$ cat config.mk
export PLATFORM = sky130hd
export DESIGN_NAME = pulse_counter
export DESIGN_NICKNAME = d
export VERILOG_FILES = /design/src/inc/pulse_counter_pkg.sv /design/src/core/pulse_counter.sv /design/src/core/pulse_input_sync.sv /design/src/core/rate_divider.sv
export VERILOG_INCLUDE_DIRS = /design/src /design/src/inc
export SDC_FILE = /design/constraint.sdc
export NUM_CORES = 2
export LEC_CHECK = 0
export CAP_MARGIN = 15
export CORE_UTILIZATION = 40
export DETAILED_ROUTE_END_ITERATION = 10
export DONT_BUFFER_PORTS = 1
export GPL_TIMING_DRIVEN = 1
export PLACE_DENSITY_LB_ADDON = 0.15
export SYNTH_ARGS = -nofsm -noshare
export SYNTH_HDL_FRONTEND = slang
export SYNTH_SLANG_ARGS = --single-unit
$ cat constraint.sdc
create_clock -name aclk -period 9.3 [get_ports aclk]
set_input_delay 2.325 -clock aclk [delete_from_list [all_inputs] [get_ports aclk]]
set_output_delay 2.325 -clock aclk [all_outputs]
set_load 0.03 [all_outputs]
$ cat src/inc/pulse_counter_consts.svh
// Register offsets, field positions, reset values and limits of the pulse counter
`ifndef PULSE_COUNTER_CONSTS_SVH
`define PULSE_COUNTER_CONSTS_SVH

`define PC_OFS_COUNT      8'h00
`define PC_OFS_QTY        8'h04
`define PC_OFS_LOGGED     8'h08
`define PC_OFS_RATE       8'h0C
`define PC_OFS_FACTOR     8'h10
`define PC_OFS_CTRL       8'h14
`define PC_OFS_STATUS     8'h18
`define PC_OFS_MASK       8'h1C

// Control word fields
`define PC_CTRL_MIDNIGHT  0
`define PC_CTRL_LOGCHG    1
`define PC_CTRL_DLY_LSB   16
`define PC_CTRL_DLY_W     9
`define PC_CTRL_WMASK     32'h01FF0003

// Status and mask bit positions
`define PC_EV_PULSE       0
`define PC_EV_CHANGE      1
`define PC_EV_LOGPT       2
`define PC_EV_WARM        3
`define PC_EV_WRAP        4
`define PC_EV_N           5

// Units per pulse is 16.16 fixed point; one unit per pulse after reset
`define PC_FACTOR_RST     32'h00010000
`define PC_COUNT_MAX      32'hFFFFFFFF

// Warm-up limit in minutes, and the same in seconds
`define PC_WARM_MAX_MIN   5
`define PC_SEC_PER_MIN    60
`define PC_WARM_MAX_S     (`PC_WARM_MAX_MIN * `PC_SEC_PER_MIN)

// Rate time base: millisecond ticks per hour
`define PC_MS_PER_S       1000
`define PC_S_PER_H        3600
`define PC_MS_PER_H       (`PC_MS_PER_S * `PC_S_PER_H)

`define PC_RESP_OKAY      2'h0
`define PC_RESP_SLVERR    2'h2

`endif

$ cat src/inc/pulse_counter_pkg.sv
// Types shared by the pulse counter design
package pulse_counter_pkg;
   typedef enum logic {WARM_IDLE, WARM_ON} warm_state_t;
endpackage
$ cat src/core/pulse_counter.sv
// Pulse counter with quantity, rate, warm-up and AXI4-Lite registers
//
// Summary of operation
// - Each detected pulse adds one; the 32-bit total wraps to zero past its maximum.
// - Counting never stops, sleep or not; no pulse is dropped.
// - The total survives a main supply swap and resumes from the kept value.
// - The pulse pin is edge captured and raises a wake request.
// - A register write loads the total; writing zero clears it.
// - With midnight clear enabled each midnight tick zeroes the total, except when a register write loads it in that cycle.
// - Quantity is the pulses counted since the last log point, kept across loads, restarted each interval.
// - Quantity runs up between log points; the end-of-interval value is what gets logged.
// - Rate comes from the spacing of the last two pulses, scaled to one hour.
// - Pulses convert to units by a units-per-pulse factor that starts at one.
// - With log-each-change on, every change of the total emits a log entry.
// - Sensor power warms up for a set delay before measuring, never over the limit.
//
// Added by the designer: the register offsets and register access over AXI4-Lite.
`timescale 1ns/1ps
`include "pulse_counter_consts.svh"
module pulse_counter
#(
   parameter int TICKS_PER_HOUR = `PC_MS_PER_H  // Rate time-base ticks per hour
)
(
   input  wire logic        aclk,           // System clock, 100 MHz
   input  wire logic        aresetn,        // Backup-domain reset, active low
   input  wire logic [7:0]  s_axi_awaddr,   // Write address
   input  wire logic        s_axi_awvalid,  // Write address valid
   output logic             s_axi_awready,  // Write address ready
   input  wire logic [31:0] s_axi_wdata,    // Write data
   input  wire logic [3:0]  s_axi_wstrb,    // Write byte enables
   input  wire logic        s_axi_wvalid,   // Write data valid
   output logic             s_axi_wready,   // Write data ready
   output logic [1:0]       s_axi_bresp,    // Write response
   output logic             s_axi_bvalid,   // Write response valid
   input  wire logic        s_axi_bready,   // Write response ready
   input  wire logic [7:0]  s_axi_araddr,   // Read address
   input  wire logic        s_axi_arvalid,  // Read address valid
   output logic             s_axi_arready,  // Read address ready
   output logic [31:0]      s_axi_rdata,    // Read data
   output logic [1:0]       s_axi_rresp,    // Read response
   output logic             s_axi_rvalid,   // Read data valid
   input  wire logic        s_axi_rready,   // Read data ready
   input  wire logic        pulse_pin,      // Reed contact input, asynchronous
   input  wire logic        tick_ms,        // Millisecond tick, one cycle
   input  wire logic        tick_sec,       // Second tick, one cycle
   input  wire logic        log_tick,       // Log interval boundary, one cycle
   input  wire logic        midnight_tick,  // Midnight, one cycle
   input  wire logic        meas_req,       // Measurement request, one cycle
   output logic             sensor_power,   // Sensor power switch on
   output logic             meas_ready,     // Warm-up over, one cycle
   output logic             log_entry,      // Record a change entry, one cycle
   output logic             wake,           // Wake request on a pulse, one cycle
   output logic             irq             // Interrupt, level
);
   logic        pulse;
   logic [31:0] div_quot;

   // Pin capture works without any bus activity, so pulses land during sleep
   pulse_input_sync u_sync
   (
      .aclk    (aclk),
      .aresetn (aresetn),
      .pin     (pulse_pin),
      .level   (),
      .rise    (pulse)
   );

   logic [31:0] count_reg, count_next, base_reg, base_next, qty_reg, qty_next;
   logic [31:0] logged_reg, logged_next, factor_reg, factor_next;
   logic [31:0] ctrl_reg, ctrl_next;
   logic [31:0] load_val, base_adj, qty_cur, wmask;
   logic [`PC_EV_N-1:0] stat_reg, stat_next, mask_reg, mask_next, ev;
   logic        wr_do, rd_do, wr_count;
   logic [7:0]  awaddr_reg, awaddr_next;
   logic [31:0] wdata_reg, wdata_next;
   logic [3:0]  wstrb_reg, wstrb_next;
   logic        aw_held_reg, aw_held_next, w_held_reg, w_held_next;
   logic        awrdy_reg, awrdy_next, wrdy_reg, wrdy_next;
   logic        bvalid_reg, bvalid_next, arrdy_reg, arrdy_next, rvalid_reg, rvalid_next;
   logic [1:0]  bresp_reg, bresp_next, rresp_reg, rresp_next;
   logic [31:0] rdata_reg, rdata_next, rd_val;
   logic        rd_hit, wr_hit;
   logic        log_entry_reg, log_entry_next, wake_reg, irq_reg, irq_next;

   // Byte-lane mask from the held strobes
   always_comb
   begin
      for (int i = 0; i < 4; i++)
      begin
         wmask[i*8 +: 8] = {8{wstrb_reg[i]}};
      end
   end

   // Write channel: address and data are taken in either order
   always_comb
   begin
      aw_held_next = aw_held_reg;
      w_held_next  = w_held_reg;
      awaddr_next  = awaddr_reg;
      wdata_next   = wdata_reg;
      wstrb_next   = wstrb_reg;
      bvalid_next  = bvalid_reg;
      bresp_next   = bresp_reg;
      wr_do        = aw_held_reg & w_held_reg & ~bvalid_reg;
      wr_hit       = (awaddr_reg[7:2] <= `PC_OFS_MASK >> 2)
                     && (awaddr_reg[7:2] != `PC_OFS_QTY >> 2)
                     && (awaddr_reg[7:2] != `PC_OFS_LOGGED >> 2)
                     && (awaddr_reg[7:2] != `PC_OFS_RATE >> 2)
                     && (awaddr_reg[7:2] != `PC_OFS_STATUS >> 2);
      if (s_axi_awvalid && awrdy_reg)
      begin
         aw_held_next = 1'b1;
         awaddr_next  = s_axi_awaddr;
      end
      if (s_axi_wvalid && wrdy_reg)
      begin
         w_held_next = 1'b1;
         wdata_next  = s_axi_wdata;
         wstrb_next  = s_axi_wstrb;
      end
      if (wr_do)
      begin
         aw_held_next = 1'b0;
         w_held_next  = 1'b0;
         bvalid_next  = 1'b1;
         bresp_next   = wr_hit ? `PC_RESP_OKAY : `PC_RESP_SLVERR;
      end
      else if (bvalid_reg && s_axi_bready)
      begin
         bvalid_next = 1'b0;
      end
      awrdy_next = ~aw_held_next & ~bvalid_next;
      wrdy_next  = ~w_held_next & ~bvalid_next;
   end

   // Read mux; all eight registers are readable, any other offset answers SLVERR
   always_comb
   begin
      rd_hit = 1'b1;
      case (s_axi_araddr[7:2])
         `PC_OFS_COUNT  >> 2: rd_val = count_reg;
         `PC_OFS_QTY    >> 2: rd_val = qty_reg;
         `PC_OFS_LOGGED >> 2: rd_val = logged_reg;
         `PC_OFS_RATE   >> 2: rd_val = div_quot;
         `PC_OFS_FACTOR >> 2: rd_val = factor_reg;
         `PC_OFS_CTRL   >> 2: rd_val = ctrl_reg;
         `PC_OFS_STATUS >> 2: rd_val = {{(32-`PC_EV_N){1'b0}}, stat_reg};
         `PC_OFS_MASK   >> 2: rd_val = {{(32-`PC_EV_N){1'b0}}, mask_reg};
         default:
         begin
            rd_val = 32'h00000000;
            rd_hit = 1'b0;
         end
      endcase
   end

   // Read channel: one outstanding read, answered one cycle after acceptance
   always_comb
   begin
      rd_do       = s_axi_arvalid & arrdy_reg;
      rvalid_next = rvalid_reg;
      arrdy_next  = arrdy_reg;
      rdata_next  = rdata_reg;
      rresp_next  = rresp_reg;
      if (rd_do)
      begin
         rvalid_next = 1'b1;
         arrdy_next  = 1'b0;
         rdata_next  = rd_val;
         rresp_next  = rd_hit ? `PC_RESP_OKAY : `PC_RESP_SLVERR;
      end
      else if (rvalid_reg && s_axi_rready)
      begin
         rvalid_next = 1'b0;
         arrdy_next  = 1'b1;
      end
   end

   // Counter, log base and quantity
   always_comb
   begin
      wr_count = wr_do & (awaddr_reg == `PC_OFS_COUNT);
      qty_cur  = count_reg - base_reg;
      load_val = count_reg;
      if (wr_count)
      begin
         load_val = (count_reg & ~wmask) | (wdata_reg & wmask);
      end
      else if (midnight_tick && ctrl_reg[`PC_CTRL_MIDNIGHT])
      begin
         load_val = 32'h00000000;
      end
      // A pulse in the same cycle as a load is added on top, not lost
      count_next = load_val + {31'h00000000, pulse};
      // Rebase so a load keeps the quantity already run up
      base_adj    = load_val - qty_cur;
      base_next   = base_adj;
      logged_next = logged_reg;
      if (log_tick)
      begin
         logged_next = count_next - base_adj;
         base_next   = count_next;
      end
      qty_next       = count_next - base_next;
      log_entry_next = ctrl_reg[`PC_CTRL_LOGCHG] & (count_next != count_reg);
   end

   // Configuration registers honour byte enables
   always_comb
   begin
      factor_next = factor_reg;
      ctrl_next   = ctrl_reg;
      mask_next   = mask_reg;
      if (wr_do && awaddr_reg == `PC_OFS_FACTOR)
      begin
         factor_next = (factor_reg & ~wmask) | (wdata_reg & wmask);
      end
      if (wr_do && awaddr_reg == `PC_OFS_CTRL)
      begin
         ctrl_next = ((ctrl_reg & ~wmask) | (wdata_reg & wmask)) & `PC_CTRL_WMASK;
      end
      if (wr_do && awaddr_reg == `PC_OFS_MASK)
      begin
         mask_next = (mask_reg & ~wmask[`PC_EV_N-1:0]) | (wdata_reg[`PC_EV_N-1:0]
                     & wmask[`PC_EV_N-1:0]);
      end
   end

   // Counter registers; only the backup-domain reset clears them
   always_ff @(posedge aclk)
   begin
      if (!aresetn)
      begin
         count_reg     <= 32'h00000000;
         base_reg      <= 32'h00000000;
         qty_reg       <= 32'h00000000;
         logged_reg    <= 32'h00000000;
         factor_reg    <= `PC_FACTOR_RST;
         ctrl_reg      <= 32'h00000000;
         mask_reg      <= '0;
         log_entry_reg <= 1'b0;
         wake_reg      <= 1'b0;
      end
      else
      begin
         count_reg     <= count_next;
         base_reg      <= base_next;
         qty_reg       <= qty_next;
         logged_reg    <= logged_next;
         factor_reg    <= factor_next;
         ctrl_reg      <= ctrl_next;
         mask_reg      <= mask_next;
         log_entry_reg <= log_entry_next;
         wake_reg      <= pulse;
      end
   end

   // Rate: millisecond spacing between pulses, divided into factor per hour
   logic [31:0] gap_reg, gap_next, den;
   logic [1:0]  seen_reg, seen_next;
   logic        div_start;
   logic [63:0] div_num;

   always_comb
   begin
      gap_next  = gap_reg;
      seen_next = seen_reg;
      if (tick_ms && gap_reg != `PC_COUNT_MAX)
      begin
         gap_next = gap_reg + 32'h00000001;
      end
      // A zero spacing is treated as one tick to keep the divisor nonzero
      den       = (gap_reg == 32'h00000000) ? 32'h00000001 : gap_reg;
      div_start = pulse & (seen_reg != 2'h0);
      if (pulse)
      begin
         gap_next = 32'h00000000;
         if (seen_reg != 2'h2)
         begin
            seen_next = seen_reg + 2'h1;
         end
      end
      div_num = {32'h00000000, factor_reg} * 64'(TICKS_PER_HOUR);
   end

   always_ff @(posedge aclk)
   begin
      if (!aresetn)
      begin
         gap_reg  <= 32'h00000000;
         seen_reg <= 2'h0;
      end
      else
      begin
         gap_reg  <= gap_next;
         seen_reg <= seen_next;
      end
   end

   // Rate divider holds zero from reset until the second pulse completes
   rate_divider #(.NUM_W(64), .DEN_W(32), .Q_W(32)) u_div
   (
      .aclk    (aclk),
      .aresetn (aresetn),
      .start   (div_start),
      .num     (div_num),
      .den     (den),
      .done    (),
      .quot    (div_quot)
   );

   // Warm-up timer counts second ticks with sensor power on
   pulse_counter_pkg::warm_state_t warm_reg, warm_next;
   logic [`PC_CTRL_DLY_W-1:0] dly, wsec_reg, wsec_next;
   logic                      pwr_reg, pwr_next, ready_reg, ready_next;

   always_comb
   begin
      dly = ctrl_reg[`PC_CTRL_DLY_LSB +: `PC_CTRL_DLY_W];
      if (dly > `PC_CTRL_DLY_W'(`PC_WARM_MAX_S))
      begin
         dly = `PC_CTRL_DLY_W'(`PC_WARM_MAX_S);
      end
      warm_next  = warm_reg;
      wsec_next  = wsec_reg;
      ready_next = 1'b0;
      case (warm_reg)
         pulse_counter_pkg::WARM_IDLE:
         begin
            if (meas_req)
            begin
               if (dly == '0)
               begin
                  ready_next = 1'b1;
               end
               else
               begin
                  warm_next = pulse_counter_pkg::WARM_ON;
                  wsec_next = '0;
               end
            end
         end
         pulse_counter_pkg::WARM_ON:
         begin
            if (tick_sec)
            begin
               wsec_next = wsec_reg + 1'b1;
               if (wsec_next >= dly)
               begin
                  warm_next  = pulse_counter_pkg::WARM_IDLE;
                  ready_next = 1'b1;
               end
            end
         end
         default: warm_next = pulse_counter_pkg::WARM_IDLE;
      endcase
      pwr_next = (warm_next == pulse_counter_pkg::WARM_ON);
   end

   always_ff @(posedge aclk)
   begin
      if (!aresetn)
      begin
         warm_reg  <= pulse_counter_pkg::WARM_IDLE;
         wsec_reg  <= '0;
         pwr_reg   <= 1'b0;
         ready_reg <= 1'b0;
      end
      else
      begin
         warm_reg  <= warm_next;
         wsec_reg  <= wsec_next;
         pwr_reg   <= pwr_next;
         ready_reg <= ready_next;
      end
   end

   // Sticky events; a read of status clears them but a new event wins
   always_comb
   begin
      ev = '0;
      ev[`PC_EV_PULSE]  = pulse;
      ev[`PC_EV_CHANGE] = log_entry_next;
      ev[`PC_EV_LOGPT]  = log_tick;
      ev[`PC_EV_WARM]   = ready_next;
      ev[`PC_EV_WRAP]   = pulse & (load_val == `PC_COUNT_MAX);
      stat_next = stat_reg;
      if (rd_do && s_axi_araddr[7:2] == (`PC_OFS_STATUS >> 2))
      begin
         stat_next = '0;
      end
      stat_next = stat_next | ev;
      irq_next  = |(stat_next & mask_next);
   end

   // Bus and interrupt registers
   always_ff @(posedge aclk)
   begin
      if (!aresetn)
      begin
         aw_held_reg <= 1'b0;
         w_held_reg  <= 1'b0;
         awaddr_reg  <= 8'h00;
         wdata_reg   <= 32'h00000000;
         wstrb_reg   <= 4'h0;
         awrdy_reg   <= 1'b0;
         wrdy_reg    <= 1'b0;
         bvalid_reg  <= 1'b0;
         bresp_reg   <= `PC_RESP_OKAY;
         arrdy_reg   <= 1'b0;
         rvalid_reg  <= 1'b0;
         rdata_reg   <= 32'h00000000;
         rresp_reg   <= `PC_RESP_OKAY;
         stat_reg    <= '0;
         irq_reg     <= 1'b0;
      end
      else
      begin
         aw_held_reg <= aw_held_next;
         w_held_reg  <= w_held_next;
         awaddr_reg  <= awaddr_next;
         wdata_reg   <= wdata_next;
         wstrb_reg   <= wstrb_next;
         awrdy_reg   <= awrdy_next;
         wrdy_reg    <= wrdy_next;
         bvalid_reg  <= bvalid_next;
         bresp_reg   <= bresp_next;
         arrdy_reg   <= ~rd_do & (arrdy_next | ~rvalid_next);
         rvalid_reg  <= rvalid_next;
         rdata_reg   <= rdata_next;
         rresp_reg   <= rresp_next;
         stat_reg    <= stat_next;
         irq_reg     <= irq_next;
      end
   end

   assign s_axi_awready = awrdy_reg;
   assign s_axi_wready  = wrdy_reg;
   assign s_axi_bvalid  = bvalid_reg;
   assign s_axi_bresp   = bresp_reg;
   assign s_axi_arready = arrdy_reg;
   assign s_axi_rvalid  = rvalid_reg;
   assign s_axi_rdata   = rdata_reg;
   assign s_axi_rresp   = rresp_reg;
   assign sensor_power  = pwr_reg;
   assign meas_ready    = ready_reg;
   assign log_entry     = log_entry_reg;
   assign wake          = wake_reg;
   assign irq           = irq_reg;
endmodule

$ cat src/core/pulse_input_sync.sv
// Three-stage pin synchroniser with agreement filter and rising-edge pulse
`timescale 1ns/1ps
`include "pulse_counter_consts.svh"
module pulse_input_sync
(
   input  wire logic aclk,     // System clock
   input  wire logic aresetn,  // Synchronous reset, active low
   input  wire logic pin,      // Asynchronous contact input
   output logic      level,    // Filtered input level
   output logic      rise      // One-cycle pulse on each closure
);
   logic s1_reg, s2_reg, s3_reg, lvl_reg, rise_reg;
   logic lvl_next, rise_next;

   // A change counts only once stages two and three agree
   always_comb
   begin
      lvl_next  = (s2_reg == s3_reg) ? s3_reg : lvl_reg;
      rise_next = lvl_next & ~lvl_reg;
   end

   // Stage one feeds stage two only
   always_ff @(posedge aclk)
   begin
      if (!aresetn)
      begin
         s1_reg   <= 1'b0;
         s2_reg   <= 1'b0;
         s3_reg   <= 1'b0;
         lvl_reg  <= 1'b0;
         rise_reg <= 1'b0;
      end
      else
      begin
         s1_reg   <= pin;
         s2_reg   <= s1_reg;
         s3_reg   <= s2_reg;
         lvl_reg  <= lvl_next;
         rise_reg <= rise_next;
      end
   end

   assign level = lvl_reg;
   assign rise  = rise_reg;
endmodule

$ cat src/core/rate_divider.sv
// Iterative restoring divider, one quotient bit per clock, saturating result
`timescale 1ns/1ps
module rate_divider
#(
   parameter int NUM_W = 64,  // Dividend width
   parameter int DEN_W = 32,  // Divisor width
   parameter int Q_W   = 32   // Result width
)
(
   input  wire logic             aclk,     // System clock
   input  wire logic             aresetn,  // Synchronous reset, active low
   input  wire logic             start,    // Start pulse, restarts a busy run
   input  wire logic [NUM_W-1:0] num,      // Dividend
   input  wire logic [DEN_W-1:0] den,      // Divisor, nonzero
   output logic                  done,     // One-cycle pulse with new result
   output logic      [Q_W-1:0]   quot      // Registered quotient
);
   localparam int CNT_W = $clog2(NUM_W) + 1;
   localparam logic [CNT_W-1:0] LAST = CNT_W'(NUM_W - 1);

   logic [NUM_W-1:0] work_reg, work_next;
   logic [DEN_W:0]   rem_reg, rem_next, rem_sh;
   logic [DEN_W-1:0] den_reg, den_next;
   logic [CNT_W-1:0] cnt_reg, cnt_next;
   logic             busy_reg, busy_next, done_reg, done_next;
   logic [Q_W-1:0]   quot_reg, quot_next;
   logic             qbit;

   // Shift-subtract step; a result too wide for the output saturates
   always_comb
   begin
      rem_sh    = {rem_reg[DEN_W-1:0], work_reg[NUM_W-1]};
      qbit      = (rem_sh >= {1'b0, den_reg});
      work_next = work_reg;
      rem_next  = rem_reg;
      den_next  = den_reg;
      cnt_next  = cnt_reg;
      busy_next = busy_reg;
      done_next = 1'b0;
      quot_next = quot_reg;
      if (start)
      begin
         work_next = num;
         rem_next  = '0;
         den_next  = den;
         cnt_next  = '0;
         busy_next = 1'b1;
      end
      else if (busy_reg)
      begin
         rem_next  = qbit ? (rem_sh - {1'b0, den_reg}) : rem_sh;
         work_next = {work_reg[NUM_W-2:0], qbit};
         cnt_next  = cnt_reg + 1'b1;
         if (cnt_reg == LAST)
         begin
            busy_next = 1'b0;
            done_next = 1'b1;
            quot_next = (|work_next[NUM_W-1:Q_W]) ? '1 : work_next[Q_W-1:0];
         end
      end
   end

   // Divider state
   always_ff @(posedge aclk)
   begin
      if (!aresetn)
      begin
         work_reg <= '0;
         rem_reg  <= '0;
         den_reg  <= '0;
         cnt_reg  <= '0;
         busy_reg <= 1'b0;
         done_reg <= 1'b0;
         quot_reg <= '0;
      end
      else
      begin
         work_reg <= work_next;
         rem_reg  <= rem_next;
         den_reg  <= den_next;
         cnt_reg  <= cnt_next;
         busy_reg <= busy_next;
         done_reg <= done_next;
         quot_reg <= quot_next;
      end
   end

   assign done = done_reg;
   assign quot = quot_reg;
endmodule

==> impl_metrics.prom <==
# TYPE chip_impl_metric gauge
chip_impl_info{name="outcome",value="completed"} 1
chip_impl_info{name="worst_setup_path_start",value="midnight_tick"} 1
chip_impl_metric{name="rr_worst_depth",unit=""} 24
chip_impl_metric{name="holdBufCountCts",unit=""} 0
chip_impl_metric{name="ys_async_sr_fraction",unit="%"} 0
chip_impl_metric{name="power.density_cell_area",unit="nW/um2"} 180.1
chip_impl_info{name="ys_top_cells_by_count",value="inv_1, dfxtp_1, nand2_1"} 1
chip_impl_metric{name="slew_headroom",unit="%"} 20.37
chip_impl_metric{name="fin_total_pwr",unit="W"} 0.007553
chip_impl_metric{name="clk-insertion-delay-late",unit="ps"} 640
chip_impl_metric{name="vias",unit=""} 31741
chip_impl_metric{name="numPortBuffers",unit=""} 0
chip_impl_metric{name="grt_max_degree",unit=""} 148
chip_impl_info{name="min_path_type",value="reg2reg"} 1
chip_impl_metric{name="detail-route-antenna-nets",unit=""} 0
chip_impl_metric{name="dr.pass1.iters",unit=""} 5
chip_impl_metric{name="postSynthRegisterBits",unit=""} 487
chip_impl_metric{name="grt_pass1_wl",unit="um"} 186900
chip_impl_metric{name="timing.critical_path.slowest_cell_delay",unit="ps"} 500
chip_impl_metric{name="layout.nets",unit=""} 5059
chip_impl_metric{name="clk_pin_slew",unit="ps"} 70
chip_impl_metric{name="setup.reg_to_reg.worst_slack",unit="ps"} 1400
chip_impl_metric{name="synth.distinct_cells",unit=""} 109
chip_impl_metric{name="synthesis.area_per_instance",unit="um2"} 8.609
chip_impl_metric{name="max_clock_freq",unit="GHz"} 0.1238
chip_impl_metric{name="placeableCoreArea",unit="um2"} 95580
chip_impl_info{name="most_frequent_cp_cell",value="a21o_1"} 1
chip_impl_info{name="yosys-top-cells-area",value="dfxtp_1, fa_1, ha_1"} 1
chip_impl_metric{name="detail_route.wirelength",unit="um"} 120600
chip_impl_info{name="worst_setup_path_start_kind",value="input port"} 1
chip_impl_metric{name="post-route-period-util",unit="%"} 86.88
chip_impl_metric{name="synth_edf_count",unit=""} 0
chip_impl_metric{name="post_cts.repair.setup_buffers",unit=""} 0
chip_impl_metric{name="worst_slew_pin_slew",unit="ps"} 1192
chip_impl_metric{name="final_util",unit="%"} 43.89
chip_impl_metric{name="final_layout_size_suffix_gt1_share",unit="%"} 6.291
chip_impl_metric{name="drcViolationCount",unit=""} 0
chip_impl_metric{name="first_global_vias",unit=""} 30848
chip_impl_metric{name="synth-warning-count",unit=""} 0
chip_impl_metric{name="initial_core_util",unit="%"} 40.60
chip_impl_metric{name="synthesis.area",unit="um2"} 38800
chip_impl_metric{name="dp_hpwl",unit="um"} 93670
chip_impl_metric{name="crit_required",unit="ps"} 9840
chip_impl_metric{name="period_needed",unit="ps"} 8080
chip_impl_metric{name="clock_tree.htree_level_count",unit=""} 2
chip_impl_metric{name="total_leakage_power",unit="nW"} 18.58
chip_impl_metric{name="fp.dieH",unit="um"} 313.4
chip_impl_metric{name="area_growth_syn_to_layout",unit="%"} 8.104
chip_impl_metric{name="max-clock-path-buffers",unit=""} 3
chip_impl_metric{name="row_count",unit=""} 113
chip_impl_metric{name="cts.repair.resized",unit=""} 0
chip_impl_info{name="cts_tree",value="yes"} 1
chip_impl_metric{name="setup_tns",unit="ps"} 0
chip_impl_info{name="most_repeated_cell_in_the_gate_level_netlist_after_synthesis",value="inv_1"} 1
chip_impl_metric{name="final_wtd_congestion",unit=""} 0.9352
chip_impl_metric{name="vdd.ir_drop.worst",unit="uV"} 142.8
chip_impl_metric{name="critical_path.max_fanout",unit=""} 11
chip_impl_metric{name="postSynthCellCount",unit=""} 4507
chip_impl_metric{name="final_clock_skew",unit="ps"} 40.20
chip_impl_info{name="grt_setup_unrepaired",value="false"} 1
chip_impl_metric{name="grt_overflow",unit=""} 0
chip_impl_info{name="cp-end-kind",value="flip-flop"} 1
chip_impl_metric{name="max_cap_viol_count",unit=""} 0
chip_impl_metric{name="clock_sinks",unit=""} 487
chip_impl_info{name="ff_to_ff_end",value="u_div.work_reg[52]"} 1
chip_impl_metric{name="initial_antenna_violation_count",unit=""} 3
chip_impl_metric{name="yosysTopAreaCellShare",unit="%"} 25.13
chip_impl_info{name="synthFlopType",value="dfxtp_1"} 1
chip_impl_metric{name="largest_register_ff_count",unit=""} 64
chip_impl_metric{name="vias_per_cell",unit=""} 5.538
chip_impl_metric{name="synth-seq-area-share",unit="%"} 25.13
chip_impl_metric{name="finalSetupViolations",unit=""} 0
chip_impl_metric{name="cts_buffers",unit=""} 52
chip_impl_metric{name="drt_first_iter_violations",unit=""} 2429
chip_impl_metric{name="finalHoldViolCount",unit=""} 0
chip_impl_metric{name="arrival",unit="ps"} 8620
chip_impl_metric{name="die-area",unit="um2"} 98250
chip_impl_info{name="synth_area_leader_cell",value="dfxtp_1"} 1
chip_impl_metric{name="track_usage",unit="%"} 24.52
chip_impl_metric{name="num_ports",unit=""} 111
chip_impl_info{name="clockRootBuffer",value="clkbuf_16"} 1
chip_impl_info{name="timing.critical_path.to",value="qty_reg[31]"} 1
chip_impl_metric{name="n_antenna_cell",unit=""} 0
chip_impl_metric{name="die_w",unit="um"} 313.4
chip_impl_info{name="cpMaxStageDelayCell",value="fa_1"} 1
chip_impl_metric{name="routedWlPerCell",unit="um"} 21.05
chip_impl_info{name="critPathKind",value="in2reg"} 1
chip_impl_metric{name="finalMaxSlewViolations",unit=""} 0
-- cell families (layout without fill, tap and decap cells) --
group | Yosys count | in the layout | synth area share (%)
xor gates and xnor gates | 240 | 240 | 5.666
DFF | 487 | 487 | 25.13
muxes | 141 | 141 | 4.624
other | 1 | 2 | 0.009665
adders and majority gates | 585 | 585 | 23.96
buffers and inverters | 685 | 644 | 6.678
and+or+nand+nor | 1313 | 1313 | 16.15
AOI/OAI and AO/OA | 1055 | 1055 | 17.78
-- area by class of cell --
type	count	area, um2
fill	9731	53630
multi-input combinational	3336	26510
sequential	487	9753
inverter	498	1877
clock buffer	68	1494
timing repair buffer	48	372.9
tap	1265	1583
clock inverter	30	354.1
-- worst max-delay path, delay by kind of cell --
| kind | cells | cell delay (ps) |
|---|---|---|
| xor+xnor | 1 | 170 |
| mux | 1 | 160 |
| buf+inv | 2 | 170 |
| fa+ha+maj | 3 | 1240 |
| simple gates | 4 | 910 |
| compound gates | 15 | 3630 |
-- worst min path at each step --
stage | start | to | cells past startpoint
3_5_place_dp | u_sync.level | u_sync.rise | 1
6_report | u_sync.level | u_sync.rise | 1
5_1_grt | u_sync.level | u_sync.rise | 1
3_3_place_gp | u_sync.level | u_sync.rise | 1
2_1_floorplan | u_sync.level | u_sync.rise | 1
4_1_cts | u_sync.level | u_sync.rise | 1
-- power by group --
group          leakage (nW)  switching [W]  internal (W)
clock                 0.895       0.000953       0.00131
sequential             3.95      0.0000753       0.00222
combinational          13.7        0.00192       0.00108
-- cells in the final DEF (no fill, tap or decap), drive strengths merged, types with 22 or more instances in the layout --
cell	netlist	layout
nand4	45	45
fa	268	268
a211oi	91	91
a21oi	324	324
a21o	110	110
nor3	70	70
nand2b	47	47
o221a	36	36
buf	35	48
o31ai	22	22
mux2i	105	105
and3	38	38
o21ai	195	195
xor2	113	113
mux4	30	30
a22oi	52	52
xnor2	123	123
a31oi	34	34
ha	303	303
nand2	409	409
inv	497	499
nor2	380	380
nand3	92	92
dfxtp	487	487
nor2b	45	45
or3	24	24
and2	59	59
clkbuf	152	68
nor4	30	30
-- routing by layer --
metal	share of wire, %	track usage [%]
met5	0	0
met4	2.8	6.896
met3	5.2	2.797
met2	47	40.24
met1	45	33.97
-- stage by stage --
stage,setup WS (ps),hold WS [ps],std cells,instance area (um2)
after global routing,901.7,443.1,5732,41940
after detailed placement,715.8,406.0,5634,40100
after floorplan,1386,390.2,4508,38800
final,1220,412.8,5732,41940
after CTS,1341,416.1,5732,41940
after global placement,755.4,398.5,5634,40100
Power figures use the tool's default switching activity.
